==> src/logic/cdus_pkg.sv <==
package cdus_pkg;

  // register byte addresses; printed offsets are not word aligned, so own map
  localparam logic [3:0] CTRL_ADDR   = 4'h0;
  localparam logic [3:0] DATAH_ADDR  = 4'h4;
  localparam logic [3:0] DATAL_ADDR  = 4'h8;
  localparam logic [3:0] STATUS_ADDR = 4'hC;
  localparam int         ADDR_W      = 4;

  // control and low data byte field positions
  localparam int EN_BIT    = 7;
  localparam int SRC_LSB   = 4;
  localparam int FS_LSB    = 0;
  localparam int LOW_LSB   = 6;

  // values after reset
  localparam logic [2:0] SRC_RESET  = 3'h7;
  localparam logic [1:0] FS_RESET   = 2'h2;
  localparam logic [7:0] DATA_RESET = 8'h00;

  // update source encodings
  typedef enum logic [2:0] {
    CDUS_SRC_T0    = 3'h0,
    CDUS_SRC_T1    = 3'h1,
    CDUS_SRC_T2    = 3'h2,
    CDUS_SRC_T3    = 3'h3,
    CDUS_SRC_RISE  = 3'h4,
    CDUS_SRC_FALL  = 3'h5,
    CDUS_SRC_ANY   = 3'h6,
    CDUS_SRC_WRITE = 3'h7
  } cdus_src_t;

  // axi responses
  localparam logic [1:0] RESP_OKAY   = 2'h0;
  localparam logic [1:0] RESP_SLVERR = 2'h2;

  // control register image
  typedef struct packed {
    logic      enable;
    cdus_src_t src;
    logic [1:0] fs;
  } cdus_ctrl_t;

  // converter-facing bundle
  typedef struct packed {
    logic [9:0] code;
    logic [1:0] fs;
    logic       bias_en;
    logic       pin_analog;
  } cdus_conv_t;

endpackage : cdus_pkg

==> src/logic/cdus_edge_sync.sv <==
// two-flop synchroniser plus edge detect for the conversion-start pin
module cdus_edge_sync (
  // clock and reset
  input  wire logic aclk,
  input  wire logic aresetn,
  // pin and detected edges
  input  wire logic pin_in,
  output logic      rise,
  output logic      fall
);

  logic meta_r;
  logic sync_r;
  logic prev_r;

  // first flop only feeds the second
  always_ff @(posedge aclk) begin
    if (!aresetn) begin
      meta_r <= 1'b0;
      sync_r <= 1'b0;
      prev_r <= 1'b0;
    end else begin
      meta_r <= pin_in;
      sync_r <= meta_r;
      prev_r <= sync_r;
    end
  end

  // edges seen on the synchronised level only
  assign rise = sync_r & ~prev_r;
  assign fall = ~sync_r & prev_r;

endmodule : cdus_edge_sync

==> src/logic/cdus_top.sv <==
// What this block does
// RULE_01: hold a 10-bit word split over high and low bytes, drive to converter
// RULE_02: enable clear leaves the converter pin as ordinary general-purpose I/O
// RULE_03: enable set kills pin drivers and pull-up, connects converter output
// RULE_04: bias reference enable follows the converter enable bit
// RULE_05: source 111 updates the input latch on a high-byte write
// RULE_06: in write mode low-byte writes are buffered until a high-byte write
// RULE_07: software writes low byte first, then high byte, for full resolution
// RULE_08: 8-bit use: set low byte once, then write only the high byte
// RULE_09: sources 000 to 011 hold data until timer 0 to 3 overflow
// RULE_10: on the chosen timer overflow copy both bytes into the latch together
// RULE_11: sources 100, 101, 110 wait for rising, falling, either start-pin edge
// RULE_12: on the chosen start-pin edge copy both bytes into the latch together
// RULE_13: software sets port 0 skip bit 1 while the converter is used
// RULE_14: data is left-justified: high byte msbs, low byte bits 7:6 lsbs
// RULE_15: low byte bits 5:0 read zero and ignore writes
// RULE_16: full-scale 00 half mA, 01 one mA, 1x two mA, default two
// RULE_17: start pin synchronised before edge detect; timer overflow is one-cycle pulse
// RULE_18: update events copy into the latch even while the converter is disabled
module cdus_top (
  // clock and reset
  input  wire logic                          aclk,
  input  wire logic                          aresetn,
  // axi4-lite write address
  input  wire logic [cdus_pkg::ADDR_W-1:0]   s_axi_awaddr,
  input  wire logic                          s_axi_awvalid,
  output logic                               s_axi_awready,
  // axi4-lite write data
  input  wire logic [31:0]                   s_axi_wdata,
  input  wire logic [3:0]                    s_axi_wstrb,
  input  wire logic                          s_axi_wvalid,
  output logic                               s_axi_wready,
  // axi4-lite write response
  output logic [1:0]                         s_axi_bresp,
  output logic                               s_axi_bvalid,
  input  wire logic                          s_axi_bready,
  // axi4-lite read address
  input  wire logic [cdus_pkg::ADDR_W-1:0]   s_axi_araddr,
  input  wire logic                          s_axi_arvalid,
  output logic                               s_axi_arready,
  // axi4-lite read data
  output logic [31:0]                        s_axi_rdata,
  output logic [1:0]                         s_axi_rresp,
  output logic                               s_axi_rvalid,
  input  wire logic                          s_axi_rready,
  // update events
  input  wire logic [3:0]                    timer_overflow,
  input  wire logic                          external_convert_start,
  // converter and pin control
  output cdus_pkg::cdus_conv_t               conv,
  output logic                               gpio_enable
);

  cdus_pkg::cdus_ctrl_t ctrl_r;
  logic [7:0]           high_r;
  logic [1:0]           low_r;
  logic [9:0]           latch_r;
  logic                 upd_pending_r;
  logic                 aw_hold_r;
  logic                 w_hold_r;
  logic [cdus_pkg::ADDR_W-1:0] awaddr_r;
  logic [31:0]          wdata_r;
  logic [3:0]           wstrb_r;
  logic                 cnv_rise;
  logic                 cnv_fall;
  logic                 wr_fire;
  logic                 wr_high;
  logic                 timer_hit;
  logic                 edge_hit;
  logic                 update;
  logic [cdus_pkg::ADDR_W-1:0] wr_addr;
  logic [31:0]          wr_data;
  logic [3:0]           wr_strb;
  logic [31:0]          rd_word;
  logic                 rd_ok;

  // conversion-start pin crossing
  cdus_edge_sync u_sync ( // RULE_17
    .aclk    (aclk),
    .aresetn (aresetn),
    .pin_in  (external_convert_start),
    .rise    (cnv_rise),
    .fall    (cnv_fall)
  );

  // address and data may arrive in either order; hold each until both seen
  always_ff @(posedge aclk) begin
    if (!aresetn) begin
      aw_hold_r <= 1'b0;
      awaddr_r  <= '0;
    end else if (wr_fire) begin
      aw_hold_r <= 1'b0;
    end else if (s_axi_awvalid && s_axi_awready) begin
      aw_hold_r <= 1'b1;
      awaddr_r  <= s_axi_awaddr;
    end
  end

  always_ff @(posedge aclk) begin
    if (!aresetn) begin
      w_hold_r <= 1'b0;
      wdata_r  <= '0;
      wstrb_r  <= '0;
    end else if (wr_fire) begin
      w_hold_r <= 1'b0;
    end else if (s_axi_wvalid && s_axi_wready) begin
      w_hold_r <= 1'b1;
      wdata_r  <= s_axi_wdata;
      wstrb_r  <= s_axi_wstrb;
    end
  end

  // ready only while a slot is free and no response is owed
  always_ff @(posedge aclk) begin
    if (!aresetn) begin
      s_axi_awready <= 1'b0;
      s_axi_wready  <= 1'b0;
    end else begin
      s_axi_awready <= !aw_hold_r && !(s_axi_awvalid && s_axi_awready)
                       && !s_axi_bvalid && !wr_fire;
      s_axi_wready  <= !w_hold_r && !(s_axi_wvalid && s_axi_wready)
                       && !s_axi_bvalid && !wr_fire;
    end
  end

  // a write completes once address and data are both in hand
  always_comb begin
    wr_fire = aw_hold_r && w_hold_r;
    wr_addr = awaddr_r;
    wr_data = wdata_r;
    wr_strb = wstrb_r;
  end

  // write response, slverr on any address but control, data high and data low
  always_ff @(posedge aclk) begin
    if (!aresetn) begin
      s_axi_bvalid <= 1'b0;
      s_axi_bresp  <= cdus_pkg::RESP_OKAY;
    end else if (wr_fire) begin
      s_axi_bvalid <= 1'b1;
      s_axi_bresp  <= (wr_addr == cdus_pkg::CTRL_ADDR || wr_addr == cdus_pkg::DATAH_ADDR
                       || wr_addr == cdus_pkg::DATAL_ADDR) ? cdus_pkg::RESP_OKAY
                                                           : cdus_pkg::RESP_SLVERR;
    end else if (s_axi_bvalid && s_axi_bready) begin
      s_axi_bvalid <= 1'b0;
    end
  end

  // control register; byte lane 0 carries it, bits 3:2 unused
  always_ff @(posedge aclk) begin
    if (!aresetn) begin
      ctrl_r.enable <= 1'b0;
      ctrl_r.src    <= cdus_pkg::cdus_src_t'(cdus_pkg::SRC_RESET);
      ctrl_r.fs     <= cdus_pkg::FS_RESET; // RULE_16
    end else if (wr_fire && wr_addr == cdus_pkg::CTRL_ADDR && wr_strb[0]) begin
      ctrl_r.enable <= wr_data[cdus_pkg::EN_BIT];
      ctrl_r.src    <= cdus_pkg::cdus_src_t'(wr_data[cdus_pkg::SRC_LSB +: 3]);
      ctrl_r.fs     <= wr_data[cdus_pkg::FS_LSB +: 2];
    end
  end

  // buffered data bytes; only bits 7:6 of the low byte are kept
  always_ff @(posedge aclk) begin
    if (!aresetn) begin
      high_r <= cdus_pkg::DATA_RESET;
      low_r  <= 2'b00;
    end else if (wr_fire && wr_strb[0]) begin
      if (wr_addr == cdus_pkg::DATAH_ADDR) begin
        high_r <= wr_data[7:0]; // RULE_01
      end
      if (wr_addr == cdus_pkg::DATAL_ADDR) begin
        low_r <= wr_data[cdus_pkg::LOW_LSB +: 2]; // RULE_15
      end
    end
  end

  // update event selection
  always_comb begin
    wr_high   = wr_fire && wr_strb[0] && wr_addr == cdus_pkg::DATAH_ADDR;
    timer_hit = 1'b0;
    edge_hit  = 1'b0;
    unique case (ctrl_r.src)
      cdus_pkg::CDUS_SRC_T0,
      cdus_pkg::CDUS_SRC_T1,
      cdus_pkg::CDUS_SRC_T2,
      cdus_pkg::CDUS_SRC_T3:   timer_hit = timer_overflow[ctrl_r.src[1:0]]; // RULE_09
      cdus_pkg::CDUS_SRC_RISE: edge_hit  = cnv_rise; // RULE_11
      cdus_pkg::CDUS_SRC_FALL: edge_hit  = cnv_fall; // RULE_11
      cdus_pkg::CDUS_SRC_ANY:  edge_hit  = cnv_rise | cnv_fall; // RULE_11
      cdus_pkg::CDUS_SRC_WRITE: begin
        timer_hit = 1'b0;
        edge_hit  = 1'b0;
      end
    endcase
  end

  // write mode latches after the high byte has landed, one cycle later
  always_ff @(posedge aclk) begin
    if (!aresetn) begin
      upd_pending_r <= 1'b0;
    end else begin
      upd_pending_r <= wr_high && ctrl_r.src == cdus_pkg::CDUS_SRC_WRITE; // RULE_05 RULE_06
    end
  end

  // events act whatever the enable state, so the latch is current at enable
  assign update = upd_pending_r || timer_hit || edge_hit; // RULE_18

  // converter input latch, both bytes copied together
  always_ff @(posedge aclk) begin
    if (!aresetn) begin
      latch_r <= 10'h000;
    end else if (update) begin
      latch_r <= {high_r, low_r}; // RULE_10 RULE_12 RULE_14
    end
  end

  // converter and pin outputs, registered
  always_ff @(posedge aclk) begin
    if (!aresetn) begin
      // full scale shows its reset value from the first edge in reset, not only one edge after release
      conv.code       <= 10'h000;
      conv.fs         <= cdus_pkg::FS_RESET; // RULE_16
      conv.bias_en    <= 1'b0;
      conv.pin_analog <= 1'b0;
      gpio_enable     <= 1'b1;
    end else begin
      conv.code       <= latch_r; // RULE_01
      conv.fs         <= ctrl_r.fs; // RULE_16
      conv.bias_en    <= ctrl_r.enable; // RULE_04
      conv.pin_analog <= ctrl_r.enable; // RULE_03
      gpio_enable     <= !ctrl_r.enable; // RULE_02
    end
  end

  // read word decode; status shows the live latch and the enable
  always_comb begin
    rd_ok   = 1'b1;
    rd_word = 32'h0000_0000;
    unique case (s_axi_araddr)
      cdus_pkg::CTRL_ADDR:   rd_word = {24'h00_0000, ctrl_r.enable, ctrl_r.src, 2'b00,
                                        ctrl_r.fs};
      cdus_pkg::DATAH_ADDR:  rd_word = {24'h00_0000, high_r};
      cdus_pkg::DATAL_ADDR:  rd_word = {24'h00_0000, low_r, 6'b00_0000}; // RULE_15
      cdus_pkg::STATUS_ADDR: rd_word = {21'h00_0000, ctrl_r.enable, latch_r};
      default:               rd_ok   = 1'b0;
    endcase
  end

  // read channel: one cycle from address to data
  always_ff @(posedge aclk) begin
    if (!aresetn) begin
      s_axi_arready <= 1'b0;
      s_axi_rvalid  <= 1'b0;
      s_axi_rdata   <= 32'h0000_0000;
      s_axi_rresp   <= cdus_pkg::RESP_OKAY;
    end else if (s_axi_rvalid) begin
      s_axi_arready <= 1'b0;
      if (s_axi_rready) begin
        s_axi_rvalid  <= 1'b0;
        s_axi_arready <= 1'b1;
      end
    end else if (s_axi_arvalid && s_axi_arready) begin
      s_axi_arready <= 1'b0;
      s_axi_rvalid  <= 1'b1;
      s_axi_rdata   <= rd_word;
      s_axi_rresp   <= rd_ok ? cdus_pkg::RESP_OKAY : cdus_pkg::RESP_SLVERR;
    end else begin
      s_axi_arready <= 1'b1;
    end
  end

endmodule : cdus_top

==> config.mk <==
export PLATFORM = sky130hd
export DESIGN_NAME = cdus_top
export DESIGN_NICKNAME = d
export VERILOG_FILES = /design/src/logic/cdus_pkg.sv /design/src/logic/cdus_edge_sync.sv /design/src/logic/cdus_top.sv
export SDC_FILE = /design/constraint.sdc
export NUM_CORES = 1
export LEC_CHECK = 0
export ABC_CLOCK_PERIOD_IN_PS = 2500
export BUFFER_PORTS_ARGS = -buffer_cell sky130_fd_sc_hd__buf_2
export CAP_MARGIN = 30
export CORE_MARGIN = 4
export CORE_UTILIZATION = 53
export DETAILED_ROUTE_END_ITERATION = 16
export PLACE_DENSITY = 0.8
export SYNTH_ARGS = -nofsm -noshare
export SYNTH_HDL_FRONTEND = slang
export SYNTH_SLANG_ARGS = --single-unit
==> constraint.sdc <==
create_clock -name aclk -period 2.5 [get_ports aclk]
set_clock_uncertainty 0.2 [all_clocks]
set_input_delay 0.5 -clock aclk [delete_from_list [all_inputs] [get_ports aclk]]
set_output_delay 0.5 -clock aclk [all_outputs]
set_load 0.01 [all_outputs]
==> results of run 1 <==
## placed cells by master (no fill, tap or decap), types with 2 or more instances in the layout
| cell | count |
|---|---|
| dfxtp_1 | 77 |
| buf_2 | 61 |
| nor2_1 | 39 |
| nand2_1 | 33 |
| mux2i_1 | 26 |
| inv_1 | 23 |
| conb_1 | 23 |
| a21oi_1 | 16 |
| o32ai_2 | 10 |
| clkbuf_8 | 9 |
| nand2b_1 | 6 |
| a22oi_1 | 6 |
| o21ai_0 | 6 |
| nand3_1 | 5 |
| nand4_1 | 4 |
| buf_4 | 4 |
| and2_1 | 3 |
| clkinv_2 | 3 |
| nand4b_1 | 2 |
| a21oi_2 | 2 |
| nand3b_1 | 2 |
| nor2b_1 | 2 |
| mux2_2 | 2 |
| nor3b_1 | 2 |
| nor3_1 | 2 |
| mux4_2 | 2 |
| a32oi_1 | 2 |
| ha_1 | 2 |
| clkinvlp_4 | 2 |
| bufinv_16 | 2 |
## synthesized netlist by cell type, types with 3 or more instances
master / n
nand3_1: 5
nand2b_1: 6
o32ai_2: 10
clkbuf_1: 8
mux2i_1: 26
nor2_1: 39
dfxtp_1: 77
inv_1: 23
buf_2: 4
buf_4: 27
buf_6: 3
a22oi_1: 6
nand4_1: 4
nand2_1: 33
a21oi_1: 16
and2_1: 3
o21ai_0: 6
## worst paths after layout
kind                                               start                  endpoint  slack [ns]  cells past startpoint
worst max-delay path            u_sync.prev_r$_SDFF_PN0_   latch_r[1]$_SDFFE_PN0P_        0.45                      6
worst min-delay path              external_convert_start  u_sync.meta_r$_SDFF_PN0_        0.16                      2
worst max register to register  u_sync.prev_r$_SDFF_PN0_   latch_r[1]$_SDFFE_PN0P_        0.45                      6
worst min register to register  u_sync.meta_r$_SDFF_PN0_  u_sync.sync_r$_SDFF_PN0_        0.24                      1
## cells by family (layout without fill, tap and decap cells)
group | after synthesis | after routing
AND/OR/NAND/NOR | 105 | 105
other | 1 | 23
flip-flops | 77 | 77
adder cells (fa/ha/maj) | 2 | 2
buffers and inverters | 67 | 105
AO/OA/AOI/OAI | 46 | 46
multiplexers | 30 | 30
## worst register-to-register path, delay by kind of cell, from the launching register on
family,cells,cell delay [ns]
AO/OA/AOI/OAI,3,0.90
adder cells (fa/ha/maj),1,0.27
buffers and inverters,1,0.05
flip-flops,1,0.34
AND/OR/NAND/NOR,1,0.15
## power by group through the flow
| stage | registers [W] | logic, W | clock network [W] |
|---|---|---|---|
| 3_3_place_gp | 0.00130 | 0.000145 | 0 |
| 3_5_place_dp | 0.00130 | 0.000148 | 0 |
| 2_1_floorplan | 0.00129 | 0.000131 | 0 |
| 4_1_cts | 0.00127 | 0.000148 | 0.00102 |
| 6_report | 0.00127 | 0.000148 | 0.00101 |
| 5_1_grt | 0.00127 | 0.000168 | 0.00107 |
## area by class of cell
class,instances,share of cell area (%)
clock buffer,9,3.41
timing repair buffer,65,9.24
multi-input combinational,206,37.4
inverter,24,2.48
sequential,77,42.5
clock inverter,7,2.48
tap,75,2.58
## stage by stage
step | std cells | power [W] | hold slack (ns) | utilization [%] | worst slack [ns]
after floorplan | 350 | 0.00142 | 0.200 | - | 0.817
after global placement | 447 | 0.00144 | 0.215 | 58.1 | 0.510
after detailed placement | 447 | 0.00145 | 0.228 | 58.1 | 0.453
after CTS | 463 | 0.00244 | 0.156 | 61.7 | 0.429
after global routing | 463 | 0.00251 | 0.179 | 61.7 | 0.322
final | 463 | 0.00243 | 0.161 | 61.7 | 0.448
## metal layers
layer | vias to the layer above | GRT usage, % | routed length (um)
met1 | 1086 | 22.6 | 2640
met4 | 0 | 8.20 | 123
met3 | 12 | 3.75 | 361
met2 | 71 | 28.4 | 3020
met5 | - | 0 | 0
li1 | 1163 | - | -
## sequential cells by signal (all words and copies together), names as in the netlist, 2 cells and up
signal,cells
conv,13
s_axi_rdata,11
latch_r,10
high_r,8
wdata_r,8
ctrl_r,6
awaddr_r,4
low_r,2
==> results_dict.tcl, run 1 <==
set metrics [dict create \
    period_share_pct 82.1 \
    start_util_pct 54.3 \
    area_delta_synth_final_pct 13.6 \
    drc 0 \
    io_buffers 61 \
    synthAdderAreaFrac_pct 0.783 \
    synth_compound_area_share_pct 12.7 \
    crit_path_start_kind "register" \
    slowest_delay_ns 0.52 \
    clkPwrFrac_pct 41.7 \
    synth_top_family_by_area "simple AND/OR/NAND/NOR gates" \
    slew_headroom_pct 58.5 \
    cpMaxStageDelayCell "o21a_1" \
    layout-drive-gt1-share_pct 26.5 \
    grt_pass1_wl_um 10100 \
    synth-main-ff-cell "dfxtp_1" \
    min_path_type "in -> reg" \
    num-nets-final 441 \
    seqPwrFrac_pct 52.2 \
    cts_resized 0 \
    power.leakage_nw 1.58 \
    hpwl_um 4390 \
    multi_input_area_mm2 0.00136 \
    final_hold_viol_count 0 \
    antenna_found_initial 0 \
    yosys.area_share.simple_pct 16.0 \
    overflow 0 \
    cp_max_fo 10 \
    worst_pin_slew_ns 0.622 \
    finalMaxSlewViolations 0 \
    cp.buffers_inverters 1 \
    yosysTopAreaCell "dfxtp_1" \
    ys_top_cells_by_area "dfxtp_1, mux2i_1, buf_4" \
    outcome "complete, no violations" \
    critPathCaptureType "register" \
    synth_cell_types 39 \
    rsz0062_at_grt "false" \
    diodes 0 \
    grt_use_total_pct 17.6 \
    drv_cap 0 \
    syn-cell-area_mm2 0.00320 \
    timing.fmax_ghz 0.487 \
    placedInstanceArea_mm2 0.00342 \
    powerDensity_mw_per_mm2 669 \
    insertion_delay_ns 0.35 \
    final_area_mm2 0.00363 \
    firstDrtPassIters 4 \
    drtAntennaViolNets 0 \
    switching_share_pct 23.4 \
    syn_area_per_cell_um2 9.74 \
    htree_levels 3 \
    via_per_inst 5.04 \
    vias 2332 \
    num_rows 28 \
    wl_per_cell_um 13.3 \
    finalSetupViolations 0 \
    ys_seq_area_share_pct 48.2 \
    setup_tns_ns 0 \
    grt_pass1_vias 2150 \
    clkTransAtPathRegs_ns 0.07 \
    hold_buffers 0 \
    fillCellCount 512 \
    routed_wl_um 6150 \
    synthesis.instances 328 \
    synth_warnings 0 \
    crit_arrival_ns 2.06 \
    crit_type "reg -> reg" \
    cp.required_ns 2.51 \
    muxShareOfSynthArea_pct 10.3 \
    post-cts-setup-buffer-count 0 \
    dieWidth_um 85.7 \
    p_int_w 0.00186 \
    p_comb_share_pct 6.1 \
    synthXorXnorAreaFrac_pct 0 \
    cts_tree "built" \
    cts_buffers 9 \
    cts_sinks 77 \
    synth_seq_cells 77 \
    switchingPower_w 0.000568 \
    die_h_um 85.7 \
    fin_crit_ns 2.05 \
    ir_drop_mv 0.340 \
    gp_congestion 0.828 \
    cts_buffer_depth 2 \
    cts_root_buf "clkbuf_8" \
    io_pins 112 \
    grt_max_degree 27 \
    yosysTopAreaCellShare_pct 48.2 \
    synthArstFlopShare_pct 0 \
    drt_iter0_drc 98 \
    coreArea_mm2 0.00589 \
    regArea_mm2 0.00154 \
    worst_path_dominant_cell_family "compound AO/OA/AOI/OAI gates" \
    worstPathCellList "inv_1 -> ha_1 -> nand2b_1 -> a21oi_2 -> o21a_1 -> o32ai_2" \
    dieArea_mm2 0.00734 \
    synth_edf_count 0 \
]
Note: power is estimated with default switching activity, not from simulation.
==> run 2, diff against run 1 <==
Settings changed: ABC_CLOCK_PERIOD_IN_PS 2500 to 2100, CORE_UTILIZATION 53 to 49, PLACE_DENSITY 0.8 to 0.75.
Clock period 2.5 ns to 2.1 ns, I/O delays scaled along.
==> run 2 against run 1 <==
Worst hold slack got worse by 0.075 ns. Via count shrank 1.4%. Count of clock-buffer cells in the layout is 2 higher. Power is 6.1% higher. Setup slack got worse by 0.22 ns. Critical path depth is 2 lower.
==> results_dict.tcl, run 2 (synthesis results as in run 1) <==
set metrics [dict create \
    power.total_w 0.00258 \
    cts_sinks 77 \
    clkPwrFrac_pct 34.4 \
    drv_cap 0 \
    crit_path_end "ctrl_r[1]$_SDFFE_PN1P_" \
    placed_cells 450 \
    worstPathCellList "and4bb_4 -> and4bb_1 -> mux2i_1 -> nand2_1" \
    num-nets-final 442 \
    largest_reg_flops 13 \
    drtAntennaViolNets 0 \
    timing.reg2reg.setup_slack_ns 0.23 \
    p_int_w 0.00197 \
    dieArea_mm2 0.00788 \
    worst_slack_ns 0.231 \
    multi_input_area_mm2 0.00136 \
    die_h_um 88.8 \
    crit_path_start_kind "register" \
    r2r_end "ctrl_r[1]$_SDFFE_PN1P_" \
    vias 2299 \
    insertion_delay_ns 0.34 \
    area_delta_synth_final_pct 12.2 \
    dieWidth_um 88.8 \
    slowest_delay_ns 0.49 \
    cts_root_buf "clkbuf_8" \
    holdWs_ns 0.0860 \
    cp.buffers_inverters 0 \
    grt_use_total_pct 16.1 \
    fillCellCount 581 \
    layout_common_cells "dfxtp_1, buf_2, nor2_1" \
    grt_max_degree 54 \
    outcome "complete, no violations" \
    overflow 0 \
    crit_arrival_ns 1.90 \
    routed_wl_um 6100 \
    via_per_inst 4.95 \
    largest-register "conv" \
    setup_tns_ns 0 \
    fin_crit_ns 1.87 \
    io_buffers 61 \
    slew_headroom_pct 59.4 \
    critPathCaptureType "register" \
    grt_pass1_vias 2080 \
    cpMaxStageDelayCell "dfxtp_1" \
    cp.required_ns 2.13 \
    worst_pin_slew_ns 0.609 \
    worstRegToRegCells 4 \
    cts_resized 0 \
    period_share_pct 89.0 \
    cts_tree "built" \
    min_path_type "in -> reg" \
    power.leakage_nw 1.56 \
    finalNonFillerCells 464 \
    regArea_mm2 0.00154 \
    timing.fmax_ghz 0.535 \
    layout.cells.most_common "dfxtp_1" \
    r2r_start "aw_hold_r$_SDFFE_PP0P_" \
    start_util_pct 50.3 \
    finalSetupViolations 0 \
    clkTransAtPathRegs_ns 0.07 \
    gp_congestion 0.814 \
    cts_buffer_depth 2 \
    post-cts-setup-buffer-count 0 \
    final_hold_viol_count 0 \
    worst_path_dominant_cell_family "simple AND/OR/NAND/NOR gates" \
    ir_drop_mv 0.445 \
    cts_buffers 9 \
    seqPwrFrac_pct 58.7 \
    rsz0062_at_grt "false" \
    hpwl_um 4410 \
    powerDensity_mw_per_mm2 719 \
    crit_type "reg -> reg" \
    cp_max_fo 8 \
    antenna_found_initial 0 \
    grt_pass1_wl_um 9630 \
    pre_cts_slack_ns 0.258 \
    layout-drive-gt1-share_pct 25.8 \
    switching_share_pct 23.6 \
    htree_levels 3 \
    coreArea_mm2 0.00635 \
    drc 0 \
    hold_buffers 0 \
    firstDrtPassIters 4 \
    io_pins 112 \
    wl_per_cell_um 13.1 \
    p_comb_share_pct 6.9 \
    finalMaxSlewViolations 0 \
    drt_iter0_drc 59 \
    num_rows 29 \
    switchingPower_w 0.000609 \
    cp_num_cells 4 \
    diodes 0 \
    crit_start "aw_hold_r$_SDFFE_PP0P_" \
    reg_top3 "conv: 13 flops, s_axi_rdata: 11 flops, latch_r: 10 flops" \
]
run 2: changes by cell type in the layout (fill, tap and decap cells not counted), sizes merged:
cell / delta
clkbuf: +2
buf: +1
clkinvlp: -2
bufinv: -2
run 2: worst min-delay path by stage:
| stage | start | endpoint | slack, ns | cells past startpoint |
|---|---|---|---|---|
| final | external_convert_start | u_sync.meta_r$_SDFF_PN0_ | 0.09 | 2 |
| after global routing | external_convert_start | u_sync.meta_r$_SDFF_PN0_ | 0.07 | 2 |
| after CTS | external_convert_start | u_sync.meta_r$_SDFF_PN0_ | 0.07 | 2 |
| after detailed placement | u_sync.meta_r$_SDFF_PN0_ | u_sync.sync_r$_SDFF_PN0_ | 0.24 | 1 |
| after global placement | u_sync.meta_r$_SDFF_PN0_ | u_sync.sync_r$_SDFF_PN0_ | 0.22 | 1 |
| after floorplan | ctrl_r[5]$_SDFFE_PN0P_ | gpio_enable$_SDFF_PN1_ | 0.20 | 1 |
run 2: cell type report:
| class | count | area share [%] |
|---|---|---|
| clock buffer | 11 | 3.66 |
| inverter | 24 | 2.51 |
| tap | 77 | 2.69 |
| sequential | 77 | 43.0 |
| clock inverter | 3 | 0.419 |
| timing repair buffer | 66 | 9.91 |
| multi-input combinational | 206 | 37.8 |
run 2: worst register-to-register path, stage by stage (launching register included):
cell      delay, ns
dfxtp_1        0.49
and4bb_4       0.30
and4bb_1       0.45
mux2i_1        0.24
nand2_1        0.08
run 2: stage by stage:
step	utilization (%)	cell area, um2
6_report	56.5	3590
2_1_floorplan	-	3280
3_5_place_dp	54.2	3440
5_1_grt	56.5	3590
3_3_place_gp	54.2	3440
4_1_cts	56.5	3590
run 2: per-layer routing:
metal / routed length [um] / track usage [%]
met5: 0 / 0
met2: 2980 / 25.2
met1: 2700 / 20.9
met3: 371 / 4.93
met4: 49 / 6.18
run 2: power by group through the flow:
stage	clock (W)	combinational (W)	sequential, W
after detailed placement	0	0.000179	0.00155
after CTS	0.000917	0.000180	0.00151
after floorplan	0	0.000156	0.00154
final	0.000886	0.000179	0.00151
after global routing	0.000984	0.000202	0.00152
after global placement	0	0.000176	0.00154
